$ cat config.mk
export PLATFORM = sky130hd
export DESIGN_NAME = pem_gpio_top
export DESIGN_NICKNAME = d
export VERILOG_FILES = /design/src/hdl/pem_pkg.sv /design/src/hdl/pem_mux_if.sv /design/src/hdl/pem_pin23_mux.sv /design/src/hdl/pem_gpio_top.sv
export VERILOG_INCLUDE_DIRS = /design/src /design/src/hdl
export SDC_FILE = /design/constraint.sdc
export NUM_CORES = 1
export LEC_CHECK = 0
export BUFFER_PORTS_ARGS = -buffer_cell sky130_fd_sc_hd__buf_2
export CAP_MARGIN = 20
export CORE_MARGIN = 1.5
export CORE_UTILIZATION = 30
export DETAILED_ROUTE_END_ITERATION = 10
export PLACE_DENSITY_LB_ADDON = 0.15
export SLEW_MARGIN = 20
export SYNTH_ARGS = -nofsm -noshare
export SYNTH_HDL_FRONTEND = slang
export SYNTH_SLANG_ARGS = --single-unit
export TNS_END_PERCENT = 50
$ cat constraint.sdc
create_clock -name clk_i -period 1.6 [get_ports clk_i]
set_input_delay 0 -clock clk_i [delete_from_list [all_inputs] [get_ports clk_i]]
set_output_delay 0 -clock clk_i [all_outputs]
set_load 0.05 [all_outputs]
$ cat src/hdl/pem_consts.svh
// register offsets, field positions and reset values of the port e pin block
// Function
// - direction one enables driver, zero disables it
// - reset clears all six direction bits
// - data read returns latch where direction one
// - data read returns pin where direction zero
// - data write always updates latch only
// - usb on: pin 2 is d plus, gated pull
// - kbd clock: pin 2 open drain, pull choice
// - gpio pin 2 open drain, pull choice
// - d plus pull overrides pin 2 5k pull
// - usb on: pins 3,2 ignore direction, 5k pulls
// - pin 3 irq mode: input feeding interrupt
// - pin 3 gpio: input or open drain
// - 5k pulls only while usb is off
// - spi on: pins 7..4 owned by spi
// - spi pins: direction still selects readback
// - usb off: pins 3,2 open drain outputs
// - pin 3 pull never while d minus
`ifndef PEM_CONSTS_SVH
`define PEM_CONSTS_SVH
`define PEM_ADR_LATCH 8'h08
`define PEM_ADR_DIR 8'h0c
`define PEM_ADR_OPT 8'h10
`define PEM_ADR_PINS 8'h14
`define PEM_DIR_RST 6'h00
`define PEM_LATCH_RST 6'h00
`define PEM_OPT_RST 7'h00
`define PEM_OPT_USB 0
`define PEM_OPT_KBD 1
`define PEM_OPT_P2PULL 2
`define PEM_OPT_P3PULL 3
`define PEM_OPT_DPPULL 4
`define PEM_OPT_IRQ 5
`define PEM_OPT_SPI 6
`define PEM_PORT_LO 2
`define PEM_PORT_HI 7
`endif

$ cat src/hdl/pem_pkg.sv
// types shared by the port e pin block
package pem_pkg;
  typedef logic [5:0] pem_port_t;
  typedef logic [6:0] pem_opt_t;
  typedef enum logic {PEM_BUS_IDLE, PEM_BUS_ACK} pem_bus_e;
endpackage

$ cat src/hdl/pem_mux_if.sv
// signals between the port top and the pin 3..2 function mux
`timescale 1ns/100ps
interface pem_mux_if;
  logic usb_on;
  logic kbd_on;
  logic p2_pull;
  logic p3_pull;
  logic dplus_pull;
  logic irq_on;
  logic [1:0] dir;
  logic [1:0] latch;
  logic dp_out;
  logic dp_oe;
  logic dm_out;
  logic dm_oe;
  logic kbd_low;
  logic [1:0] pad_out;
  logic [1:0] pad_oe;
  logic vref_pull;
  logic reg_pull;
  logic [1:0] pull5k;
  logic irq_sel;
  modport ctrl (output usb_on, kbd_on, p2_pull, p3_pull, dplus_pull, irq_on, dir, latch,
    dp_out, dp_oe, dm_out, dm_oe, kbd_low,
    input pad_out, pad_oe, vref_pull, reg_pull, pull5k, irq_sel);
  modport mux (input usb_on, kbd_on, p2_pull, p3_pull, dplus_pull, irq_on, dir, latch,
    dp_out, dp_oe, dm_out, dm_oe, kbd_low,
    output pad_out, pad_oe, vref_pull, reg_pull, pull5k, irq_sel);
endinterface // pem_mux_if

$ cat src/hdl/pem_pin23_mux.sv
// priority mux for the usb capable pins 2 and 3
`timescale 1ns/100ps
module pem_pin23_mux
  import pem_pkg::*;
(
  pem_mux_if.mux mx
);
  // index 0 is pin 2, index 1 is pin 3; open drain means output low, enable pulls down
  always_comb
  begin
    mx.pad_out = 2'b00;
    mx.pad_oe = 2'b00;
    mx.vref_pull = 1'b0;
    mx.reg_pull = 1'b0;
    mx.pull5k = 2'b00;
    mx.irq_sel = 1'b0;
    if (mx.usb_on)
    begin
      // direction and 5k pulls ignored here
      mx.pad_out[0] = mx.dp_out;
      mx.pad_oe[0] = mx.dp_oe;
      mx.vref_pull = mx.dplus_pull;
      mx.pad_out[1] = mx.dm_out;
      mx.pad_oe[1] = mx.dm_oe;
    end
    else
    begin
      if (mx.kbd_on)
      begin
        mx.pad_oe[0] = mx.kbd_low;
      end
      else
      begin
        mx.pad_oe[0] = mx.dir[0] & ~mx.latch[0];
      end
      // d plus pull wins so the two never load the pin together
      mx.reg_pull = mx.dplus_pull;
      mx.pull5k[0] = ~mx.dplus_pull & mx.p2_pull;
      mx.pull5k[1] = mx.p3_pull;
      if (mx.irq_on)
      begin
        mx.irq_sel = 1'b1;
      end
      else
      begin
        mx.pad_oe[1] = mx.dir[1] & ~mx.latch[1];
      end
    end
  end
endmodule // pem_pin23_mux

$ cat src/hdl/pem_gpio_top.sv
// port e pins: wishbone registers, pin muxing and registered pad controls
`timescale 1ns/100ps
`include "pem_consts.svh"
module pem_gpio_top
  import pem_pkg::*;
(
  input wire logic clk_i,
  input wire logic rst_i,
  input wire logic ce_i,
  input wire logic wb_cyc_i,
  input wire logic wb_stb_i,
  input wire logic wb_we_i,
  input wire logic [7:0] wb_adr_i,
  input wire logic [3:0] wb_sel_i,
  input wire logic [31:0] wb_dat_i,
  output logic [31:0] wb_dat_o,
  output logic wb_ack_o,
  input wire logic [5:0] pad_in_i,
  output logic [5:0] pad_out_o,
  output logic [5:0] pad_oe_o,
  output logic pin2_5k_pull_o,
  output logic pin3_5k_pull_o,
  output logic pin2_reg_pull_o,
  output logic dplus_vref_pull_o,
  input wire logic usb_dp_out_i,
  input wire logic usb_dp_oe_i,
  input wire logic usb_dm_out_i,
  input wire logic usb_dm_oe_i,
  output logic usb_dp_in_o,
  output logic usb_dm_in_o,
  input wire logic kbd_clk_low_i,
  input wire logic [3:0] spi_out_i,
  input wire logic [3:0] spi_oe_i,
  output logic [3:0] spi_in_o,
  output logic pin3_irq_level_o
);

  pem_bus_e bus_st_q;
  pem_bus_e bus_st_d;
  logic ack_q;
  logic ack_d;
  logic [31:0] dat_q;
  logic [31:0] dat_d;
  pem_port_t latch_q;
  pem_port_t latch_d;
  pem_port_t dir_q;
  pem_port_t dir_d;
  pem_opt_t opt_q;
  pem_opt_t opt_d;
  pem_port_t pad_out_q;
  pem_port_t pad_out_d;
  pem_port_t pad_oe_q;
  pem_port_t pad_oe_d;
  logic [3:0] pull_q;
  logic [3:0] pull_d;
  logic [1:0] usb_in_q;
  logic [1:0] usb_in_d;
  logic [3:0] spi_in_q;
  logic [3:0] spi_in_d;
  logic irq_lvl_q;
  logic irq_lvl_d;
  logic req;

  pem_mux_if mx ();

  // readback view; direction picks latch or pin even for spi pins
  function automatic pem_port_t port_view(input pem_port_t dir, input pem_port_t lat,
    input pem_port_t pin);
    port_view = (dir & lat) | (~dir & pin);
  endfunction

  function automatic logic [31:0] read_word(input logic [7:0] adr, input pem_port_t dir,
    input pem_port_t lat, input pem_port_t pin, input pem_opt_t opt);
    logic [31:0] w;
    w = 32'h0000_0000;
    // bits 1:0 read back as zero except at the option register, where they are opt bits 1:0
    if (adr == `PEM_ADR_LATCH)
      w[`PEM_PORT_HI:`PEM_PORT_LO] = port_view(dir, lat, pin);
    else if (adr == `PEM_ADR_DIR)
      w[`PEM_PORT_HI:`PEM_PORT_LO] = dir;
    else if (adr == `PEM_ADR_OPT)
      w[6:0] = opt;
    else if (adr == `PEM_ADR_PINS)
      w[`PEM_PORT_HI:`PEM_PORT_LO] = pin;
    read_word = w;
  endfunction

  assign req = wb_cyc_i & wb_stb_i;

  // bus slave: answers every address one cycle after the request, writes land on the ack edge
  always_comb
  begin
    bus_st_d = bus_st_q;
    ack_d = 1'b0;
    dat_d = dat_q;
    latch_d = latch_q;
    dir_d = dir_q;
    opt_d = opt_q;
    case (bus_st_q)
      PEM_BUS_IDLE:
      begin
        if (req)
        begin
          ack_d = 1'b1;
          dat_d = read_word(wb_adr_i, dir_q, latch_q, pad_in_i, opt_q);
          bus_st_d = PEM_BUS_ACK;
        end
      end
      PEM_BUS_ACK:
      begin
        bus_st_d = PEM_BUS_IDLE;
        if (req && wb_we_i && wb_sel_i[0])
        begin
          // latch and direction store only bits 7:2, writes to 1:0 fall away; the option register stores bits 6:0
          if (wb_adr_i == `PEM_ADR_LATCH)
            latch_d = wb_dat_i[`PEM_PORT_HI:`PEM_PORT_LO];
          else if (wb_adr_i == `PEM_ADR_DIR)
            dir_d = wb_dat_i[`PEM_PORT_HI:`PEM_PORT_LO];
          else if (wb_adr_i == `PEM_ADR_OPT)
            opt_d = wb_dat_i[6:0];
        end
      end
      default:
      begin
        bus_st_d = PEM_BUS_IDLE;
      end
    endcase
  end

  always_ff @(posedge clk_i)
  begin
    if (rst_i)
    begin
      bus_st_q <= PEM_BUS_IDLE;
      ack_q <= 1'b0;
      dat_q <= 32'h0000_0000;
      latch_q <= `PEM_LATCH_RST;
      dir_q <= `PEM_DIR_RST;
      opt_q <= `PEM_OPT_RST;
    end
    else if (ce_i)
    begin
      bus_st_q <= bus_st_d;
      ack_q <= ack_d;
      dat_q <= dat_d;
      latch_q <= latch_d;
      dir_q <= dir_d;
      opt_q <= opt_d;
    end
  end

  assign mx.usb_on = opt_q[`PEM_OPT_USB];
  assign mx.kbd_on = opt_q[`PEM_OPT_KBD];
  assign mx.p2_pull = opt_q[`PEM_OPT_P2PULL];
  assign mx.p3_pull = opt_q[`PEM_OPT_P3PULL];
  assign mx.dplus_pull = opt_q[`PEM_OPT_DPPULL];
  assign mx.irq_on = opt_q[`PEM_OPT_IRQ];
  assign mx.dir = dir_q[1:0];
  assign mx.latch = latch_q[1:0];
  assign mx.dp_out = usb_dp_out_i;
  assign mx.dp_oe = usb_dp_oe_i;
  assign mx.dm_out = usb_dm_out_i;
  assign mx.dm_oe = usb_dm_oe_i;
  assign mx.kbd_low = kbd_clk_low_i;

  pem_pin23_mux u_mux (
    .mx (mx.mux)
  );

  // pad controls are registered so every pin sees a glitch free level, at one cycle of lag
  always_comb
  begin
    pad_out_d[1:0] = mx.pad_out;
    pad_oe_d[1:0] = mx.pad_oe;
    if (opt_q[`PEM_OPT_SPI])
    begin
      pad_out_d[5:2] = spi_out_i;
      pad_oe_d[5:2] = spi_oe_i;
    end
    else
    begin
      pad_out_d[5:2] = latch_q[5:2];
      pad_oe_d[5:2] = dir_q[5:2];
    end
    pull_d = {mx.vref_pull, mx.reg_pull, mx.pull5k[1], mx.pull5k[0]};
    usb_in_d = {pad_in_i[1], pad_in_i[0]};
    spi_in_d = pad_in_i[5:2];
    // idles high when not routed, so the falling edge logic sees no event
    irq_lvl_d = mx.irq_sel ? pad_in_i[1] : 1'b1;
  end

  always_ff @(posedge clk_i)
  begin
    if (rst_i)
    begin
      pad_out_q <= 6'h00;
      pad_oe_q <= 6'h00;
      pull_q <= 4'h0;
      usb_in_q <= 2'h0;
      spi_in_q <= 4'h0;
      irq_lvl_q <= 1'b1;
    end
    else if (ce_i)
    begin
      pad_out_q <= pad_out_d;
      pad_oe_q <= pad_oe_d;
      pull_q <= pull_d;
      usb_in_q <= usb_in_d;
      spi_in_q <= spi_in_d;
      irq_lvl_q <= irq_lvl_d;
    end
  end

  assign wb_dat_o = dat_q;
  assign wb_ack_o = ack_q;
  assign pad_out_o = pad_out_q;
  assign pad_oe_o = pad_oe_q;
  assign pin2_5k_pull_o = pull_q[0];
  assign pin3_5k_pull_o = pull_q[1];
  assign pin2_reg_pull_o = pull_q[2];
  assign dplus_vref_pull_o = pull_q[3];
  assign usb_dp_in_o = usb_in_q[0];
  assign usb_dm_in_o = usb_in_q[1];
  assign spi_in_o = spi_in_q;
  assign pin3_irq_level_o = irq_lvl_q;
endmodule // pem_gpio_top

==> flow_summary.yaml, run 1 <==
placement:
  place_area_mm2: 0.002861
  port_buffers: 73
  dp_hpwl_um: 5053
  dp_slack_ns: -0.05299
  place.gp.congestion: 0.8026
floorplanning:
  io_pins: 125
  dieHeight_um: 93.46
  die_area_mm2: 0.008735
  die_w_um: 93.46
  start_util: 0.3144
  core-area_mm2: 0.007807
  placement_rows: 32
setup_path:
  worstSetupPathType: "flop to flop"
  crit_slowest_cell: "or4_4"
  worst-path-buf-inv: 0
  crit_path_cell_trace: "nand3_1 -> or4_4 -> o21ai_0 -> a21oi_1"
  required_ns: 1.77
  crit_path_end_kind: "flop"
  crit_family: "simple AND/OR/NAND/NOR gates"
  crit_fanout: 12
  cp.arrival_ns: 1.64
  max_stage_delay_ns: 0.54
  startpoint_type: "flop"
  ff2ff_setup_slack_ns: 0.13
sta:
  maxSlewHeadroom: 0.6324
  fin_setup_tns_ns: 0
  period_share: 0.9195
  holdWs_ns: 0.05039
  worst_pin_slew_ns: 0.5507
  rsz0062_at_grt: "false"
  clock_skew_ns: 0.01178
  fmax_mhz: 679.7
  fin_ws_ns: 0.1288
  min_period_ns: 1.471
  hold_violations: 0
  slew_viol_final: 0
  setup_viol: 0
synthesis:
  synthDistinctLibCells: 37
  syn_inst: 288
  synthArstFlopShare: 0
  yosys.area.top_type_share: 0.4159
  synth_seq_cells: 51
  synthFlopType: "dfxtp_1"
  netlist_area_mm2: 0.002455
  yosys_warnings: 0
  seq_area_frac_synth: 0.4159
  synth_edf_count: 0
  synthTopCellsByArea: "dfxtp_1 42%, buf_4 7.3%, a21oi_1 6.9%, mux2i_1 6.5%, nand3_1 5.5%"
  synth_common_cells: "51 x dfxtp_1, 34 x a21oi_1, 27 x nand3_1, 24 x buf_4, 20 x o21ai_0"
  post-synth-top-count-cell: "dfxtp_1"
  avgSynthCellArea_um2: 8.524
  yosys.area.top_type: "dfxtp_1"
power_and_ir_drop:
  power-per-cell-area_mw_per_mm2: 789.5
  ir_drop_mv: 0.2655
  leakage_uw: 0.001283
cts:
  htreeDepth: 2
  cts_tree: "yes"
  clock-root-buffer: "clkbuf_8"
  clkSinkCount: 51
  clk_latency_ns: 0.30
  clock_path_buffers: 2
  cts_inserted_buffers: 5
  cts.clk_slew.worst_paths_ns: 0.09
routing:
  via_count: 2300
  met3_length_um: 433
  drtAntennaViolNets: 0
  via_per_inst: 4.832
  first_pass_iters: 4
  wl_met2_um: 2996
  drc: 0
  wirelength_um: 6900
  drtIter0Drc: 134
  wl_met1_um: 3435
  top_layer: "met4"
  wl_per_cell_um: 14.50
grt:
  grt_pass1_wl_um: 11050
  grt_use_total: 0.1603
  first_global_vias: 2128
  grt_max_degree: 39
  grt_overflow: 0
  antenna_found_initial: 0
min_path:
  hp-class: "primary input to flop"
cells_and_area:
  final_nets: 444
  utilization: 0.3963
  syn_to_final_growth_pct: 26.04
  drive_gt1_frac: 0.2567
  n_antenna_cell: 0
  fin_area_mm2: 0.003094
  nFillCells: 817
status:
  status: "finished, final reports clean"
job:
  drv_cap: 0
stage by stage:
| stage | std cells | power, µW |
|---|---|---|
| 2_1_floorplan | 311 | 1671 |
| 3_3_place_gp | 454 | 1750 |
| 3_5_place_dp | 454 | 1753 |
| 4_1_cts | 475 | 2468 |
| 5_1_grt | 476 | 2552 |
| 6_report | 476 | 2443 |
final cells by class:
class	instances	area, µm²	share of cell area
Sequential cell	51	1022	0.3304
Timing Repair Buffer	101	615.6	0.1989
Multi-Input combinational cell	214	1249	0.4036
Tap cell	102	127.6	0.04125
Inverter	2	7.507	0.002426
Clock buffer	6	72.57	0.02345
placed cells by master (no fill, tap or decap), types with 2 or more instances in the layout:
cell type / count
a211oi_1: 9
a21oi_1: 34
a221oi_1: 3
buf_2: 73
buf_4: 12
clkbuf_8: 5
conb_1: 24
dfxtp_1: 50
dlygate4sd3_1: 16
inv_1: 2
mux2i_1: 16
nand2_1: 6
nand2b_1: 10
nand3_1: 27
nand3b_1: 8
nor2_1: 19
nor2b_1: 5
nor3b_1: 3
o211a_1: 4
o21ai_0: 19
o21ai_1: 11
or4_4: 2
worst paths after layout:
| kind | start | cells past startpoint | to |
|---|---|---|---|
| setup / recovery | bus_st_q | 4 | dir_q[0] |
| hold / removal | usb_dm_oe_i | 3 | pad_oe_o[1] |
| setup reg to reg | bus_st_q | 4 | dir_q[0] |
| hold reg to reg | wb_dat_o[2] | 2 | wb_dat_o[2] |
cell families (layout without fill, tap and decap cells):
logic type	count (synthesis)	in the layout	share of synthesized area
AOI/OAI and AO/OA	85	85	0.2034
and+or+nand+nor	89	89	0.2034
buffers and inverters	46	109	0.1106
DFF	51	51	0.4159
muxes	16	16	0.06524
other	1	24	0.001528
power by group:
part | switching (µW) | internal (µW) | total [µW]
logic | 328 | 125 | 454
registers | 9.98 | 1290 | 1300
clock network | 397 | 293 | 690
total | 735 | 1710 | 2440
sequential cells by signal (all words and copies together), names as in the netlist:
signal	count
pin3_irq_level_o	1
pull_q	4
latch_q	6
bus_st_q	1
spi_in_o	4
opt_q	7
dir_q	6
pad_out_o	6
pad_oe_o	6
usb_in_q	2
wb_dat_o	8
layer usage:
metal | vias up | global-route usage
li1 | 1163 | -
met1 | 1046 | 0.2363
met2 | 87 | 0.2397
met3 | 4 | 0.03089
met4 | 0 | 0.03409
met5 | - | 0
worst register-to-register path, delay by kind of cell, from the launching register on:
| kind | cells | cell delay, ns |
|---|---|---|
| flops | 1 | 0.37 |
| compound gates | 2 | 0.27 |
| simple gates | 2 | 0.70 |
what timing repair did:
item                                    CTS  global route
hold endpoints to repair                 24             1
gates resized for setup                   0             1
setup buffers                             0             0
endpoints found under the setup margin    0             1
hold buffers                             15             1
(Power assumes the default switching activity.)
==> run 2, diff against run 1 <==
--- a/config.mk
+++ b/config.mk
@@ -11,7 +11,6 @@
 export CORE_MARGIN = 1.5
 export CORE_UTILIZATION = 30
 export DETAILED_ROUTE_END_ITERATION = 10
-export PLACE_DENSITY_LB_ADDON = 0.15
 export SLEW_MARGIN = 20
 export SYNTH_ARGS = -nofsm -noshare
 export SYNTH_HDL_FRONTEND = slang
==> run 2 against run 1 <==
Against the previous run:
- clock power increased by 38%
- die area is the same
- sequential share of layout area down 0.40 points
- first-iteration DRC count is 12% lower
- worst setup slack improved by 0.031 ns
- wire length fell by 1.5%
- largest power group unchanged
- highest routed layer unchanged
==> flow_summary.yaml, run 2 (same netlist as run 1, synthesis figures left out) <==
cts:
  clkSinkCount: 51
  cts_inserted_buffers: 5
  clk_latency_ns: 0.31
  cts_tree: "yes"
  clock_path_buffers: 2
  post_cts_buffers: 0
  htreeDepth: 2
  cts.clk_slew.worst_paths_ns: 0.09
  clock-root-buffer: "clkbuf_8"
setup_path:
  crit_family: "simple AND/OR/NAND/NOR gates"
  required_ns: 1.78
  max_stage_delay_ns: 0.54
  worst-path-buf-inv: 0
  worstSetupPathType: "flop to flop"
  crit_path_end_kind: "flop"
  cp.arrival_ns: 1.62
  crit_path_cell_trace: "nand3_1 -> or4_4 -> o21ai_0 -> a21oi_1"
  crit_slowest_cell: "or4_4"
  crit_fanout: 12
  startpoint_type: "flop"
floorplanning:
  io_pins: 125
  die_w_um: 93.46
  dieHeight_um: 93.46
  start_util: 0.3144
  die_area_mm2: 0.008735
  placement_rows: 32
  core-area_mm2: 0.007807
sta:
  fmax_mhz: 694.4
  period_share: 0.9001
  slew_viol_final: 0
  rsz0062_at_grt: "false"
  maxSlewHeadroom: 0.6028
  hold_violations: 0
  worst_pin_slew_ns: 0.5950
  fin_ws_ns: 0.1599
  setup_viol: 0
  clock_skew_ns: 0.007328
  min_period_ns: 1.440
placement:
  dp_slack_ns: -0.08205
  place_area_mm2: 0.002854
  dp_hpwl_um: 4966
  port_buffers: 73
  place.gp.congestion: 0.7794
cells_and_area:
  final_nets: 443
  fin_area_mm2: 0.003132
  drive_gt1_frac: 0.2613
  n_antenna_cell: 0
  mostFrequentLayoutCells: "73 x buf_2, 50 x dfxtp_1, 34 x a21oi_1"
  largest_reg_flops: 8
  layout_commonest_cell: "buf_2"
  syn_to_final_growth_pct: 27.57
  nFillCells: 819
grt:
  first_global_vias: 2147
  grt_overflow: 0
  grt_max_degree: 52
  antenna_found_initial: 0
  grt_use_total: 0.1598
  grt_pass1_wl_um: 10820
routing:
  via_per_inst: 4.862
  first_pass_iters: 4
  via_count: 2319
  wl_per_cell_um: 14.25
  drc: 0
  wirelength_um: 6797
  drtIter0Drc: 118
  drtAntennaViolNets: 0
power_and_ir_drop:
  leakage_uw: 0.001302
  power-per-cell-area_mw_per_mm2: 862.8
  ir_drop_mv: 0.2890
status:
  status: "finished, final reports clean"
job:
  drv_cap: 0
min_path:
  hp-class: "primary input to flop"
run 2: worst paths after layout:
| kind | start | to | slack (ns) | depth (start not counted) |
|---|---|---|---|---|
| max | bus_st_q | dir_q[1] | 0.16 | 4 |
| min reg2reg | wb_dat_o[1] | wb_dat_o[1] | 0.46 | 2 |
| max reg2reg | bus_st_q | dir_q[1] | 0.16 | 4 |
| min | spi_out_i[0] | pad_out_o[2] | 0.02 | 3 |
run 2: area by class of cell:
type | count | area, µm² | share of cell area
multi-input combinational | 214 | 1249 | 0.3987
sequential | 51 | 1022 | 0.3264
timing repair buffer | 100 | 608.1 | 0.1942
tap | 102 | 127.6 | 0.04075
clock buffer | 6 | 82.58 | 0.02637
clock inverter | 2 | 35.03 | 0.01119
inverter | 2 | 7.507 | 0.002397
run 2: through the flow:
step	power, µW	hold slack, ns	instances	TNS [ns]	util
floorplan	1671	0.1475	311	0	-
global placement	1748	0.2650	453	-0.4532	0.3655
detailed placement	1751	0.2687	453	-0.6094	0.3655
CTS	2729	0.01525	477	0	0.4011
global route	2798	0.02789	477	0	0.4011
finish	2702	0.01972	477	0	0.4011
run 2: worst reg2reg max path: stages (launching register included):
cell	delay [ns]
dfxtp_2	0.37
nand3_1	0.13
or4_4	0.54
o21ai_0	0.20
a21oi_1	0.08
run 2: what timing repair did:
action	in CTS	in global routing
hold buffers	16	0
resized for setup	0	0
hold endpoints to repair	27	0
run 2: report_power, final:
group          switching [µW]  internal, µW
Combinational             326           125
Clock                     444           507
Sequential               10.3          1290
Total                     781          1920
run 2: per-layer routing:
metal / wire (µm) / GRT usage / vias to the layer above
met5: 0 / 0 / -
met4: 73 / 0.05177 / 0
met3: 460 / 0.03252 / 7
met2: 3080 / 0.2566 / 89
met1: 3183 / 0.2132 / 1066
li1: - / - / 1157
==> run 3, diff against run 2 <==
--- a/config.mk
+++ b/config.mk
@@ -10,6 +10,7 @@
 export CAP_MARGIN = 20
 export CORE_MARGIN = 1.5
 export CORE_UTILIZATION = 30
+export CTS_BUF_LIST = sky130_fd_sc_hd__clkbuf_16
 export DETAILED_ROUTE_END_ITERATION = 10
 export SLEW_MARGIN = 20
 export SYNTH_ARGS = -nofsm -noshare
==> run 3 against run 2 <==
Against the previous run:
- the flow now finishes with violations (negative hold slack)
- non-clock buffer count shrank 8
- highest routed layer unchanged
- largest power group unchanged
- clock skew shrank 0.0033 ns
- largest cell class unchanged
- first-iteration DRC count shrank 5.1%
- wire length shrank 1.6%
- worst setup slack gained 0.0088 ns
==> flow_summary.yaml, run 3 (same netlist as run 1, synthesis figures left out) <==
cells_and_area:
  largest_reg_flops: 8
  syn_to_final_growth_pct: 26.20
  layout_commonest_cell: "buf_2"
  multi_input_area_mm2: 0.001249
  mostFrequentLayoutCells: "73 x buf_2, 50 x dfxtp_1, 34 x a21oi_1"
  n_antenna_cell: 0
  drive_gt1_frac: 0.2643
  final_nets: 435
  nFillCells: 828
  seqCellArea_mm2: 0.001022
placement:
  dp_hpwl_um: 4966
  place.gp.congestion: 0.7794
  dp_slack_ns: -0.08205
  port_buffers: 73
sta:
  fmax_mhz: 698.7
  setup_viol: 0
  worst_pin_slew_ns: 0.5798
  maxSlewHeadroom: 0.6129
  clock_skew_ns: 0.004049
  rsz0062_at_grt: "false"
  period_share: 0.8946
  holdWs_ns: -0.001811
  min_period_ns: 1.431
  fin_ws_ns: 0.1687
  slew_viol_final: 0
  hold_violations: 3
setup_path:
  r2r_start: "bus_st_q"
  crit_fanout: 12
  cp.arrival_ns: 1.58
  required_ns: 1.75
  worstSetupPathType: "flop to flop"
  crit_path_end_kind: "flop"
  ff2ff_setup_slack_ns: 0.17
  r2r_cells: 4
  startpoint_type: "flop"
  r2r_end: "dir_q[0]"
status:
  status: "finished, violations left"
  violations: "negative hold slack"
min_path:
  hp-class: "primary input to flop"
  holdPathEnd: "spi_in_o[0]"
  hold_path_startpoint: "pad_in_i[2]"
  holdPathStages: 3
floorplanning:
  die_w_um: 93.46
  die_area_mm2: 0.008735
  placement_rows: 32
  start_util: 0.3144
  dieHeight_um: 93.46
  core-area_mm2: 0.007807
  io_pins: 125
routing:
  wl_per_cell_um: 14.26
  drc: 0
  drtIter0Drc: 112
  via_per_inst: 4.878
  drtAntennaViolNets: 0
  wirelength_um: 6688
  via_count: 2288
  first_pass_iters: 6
cts:
  clk_latency_ns: 0.29
  clock_path_buffers: 2
  clkSinkCount: 51
  htreeDepth: 2
  cts_tree: "yes"
  cts.clk_slew.worst_paths_ns: 0.07
  cts_inserted_buffers: 5
  clock-root-buffer: "clkbuf_16"
power_and_ir_drop:
  ir_drop_mv: 0.3522
  finalPower_uw: 2931
  power-per-cell-area_mw_per_mm2: 946.1
  leakage_uw: 0.001289
job:
  drv_cap: 0
grt:
  first_global_vias: 2104
  antenna_found_initial: 0
  grt_max_degree: 52
  grt_overflow: 0
  grt_use_total: 0.1562
  grt_pass1_wl_um: 10650
run 3: report_power, final:
group | internal [µW] | switching [µW]
Clock | 730 | 465
Sequential | 1290 | 10.1
Combinational | 113 | 324
run 3: metal layers:
metal  vias to the layer above  share of wire  GRT usage
met5                         -              0          0
met4                         0          0.010    0.04419
met3                         9          0.059    0.03008
met2                        89           0.46     0.2488
met1                      1049           0.47     0.2137
li1                       1141              -          -
run 3: repair_timing:
item	in CTS	in global routing
hold buffers	8	0
buffers inserted	0	0
resized for setup	0	0
endpoints found under the hold margin	10	0
run 3: worst max-delay path by stage:
stage	from	end	slack, ns	cells past startpoint
final	bus_st_q	dir_q[0]	0.17	4
after global routing	bus_st_q	opt_q[4]	0.02	5
after CTS	bus_st_q	dir_q[1]	0.16	4
after detailed placement	wb_adr_i[0]	dir_q[1]	-0.08	5
after global placement	wb_adr_i[0]	dir_q[0]	-0.07	5
after floorplan	bus_st_q	dir_q[2]	0.01	5
run 3: cell type report:
| class | instances | share of cell area |
|---|---|---|
| Inverter | 2 | 0.002423 |
| Timing Repair Buffer | 92 | 0.1704 |
| Clock inverter | 3 | 0.01252 |
| Clock buffer | 5 | 0.04039 |
| Multi-Input combinational cell | 214 | 0.4031 |
| Tap cell | 102 | 0.04120 |
| Sequential cell | 51 | 0.3300 |
run 3: per-stage QoR:
| step | std cells | util | setup TNS [ns] | area [µm²] | hold slack (ns) |
|---|---|---|---|---|---|
| 6_report | 469 | 0.3968 | 0 | 3098 | -0.001811 |
| 5_1_grt | 469 | 0.3968 | 0 | 3098 | 0.004778 |
| 4_1_cts | 469 | 0.3968 | 0 | 3098 | 0.001187 |
| 3_5_place_dp | 453 | 0.3655 | -0.6094 | 2854 | 0.2687 |
| 3_3_place_gp | 453 | 0.3655 | -0.4532 | 2854 | 0.2650 |
| 2_1_floorplan | 311 | - | 0 | 2542 | 0.1475 |
run 3: critical path, cell delays in order, from the launching register on:
cell and delay, ns:
dfxtp_2 0.36, nand3_1 0.13, or4_4 0.54, o21ai_0 0.19, a21oi_1 0.08
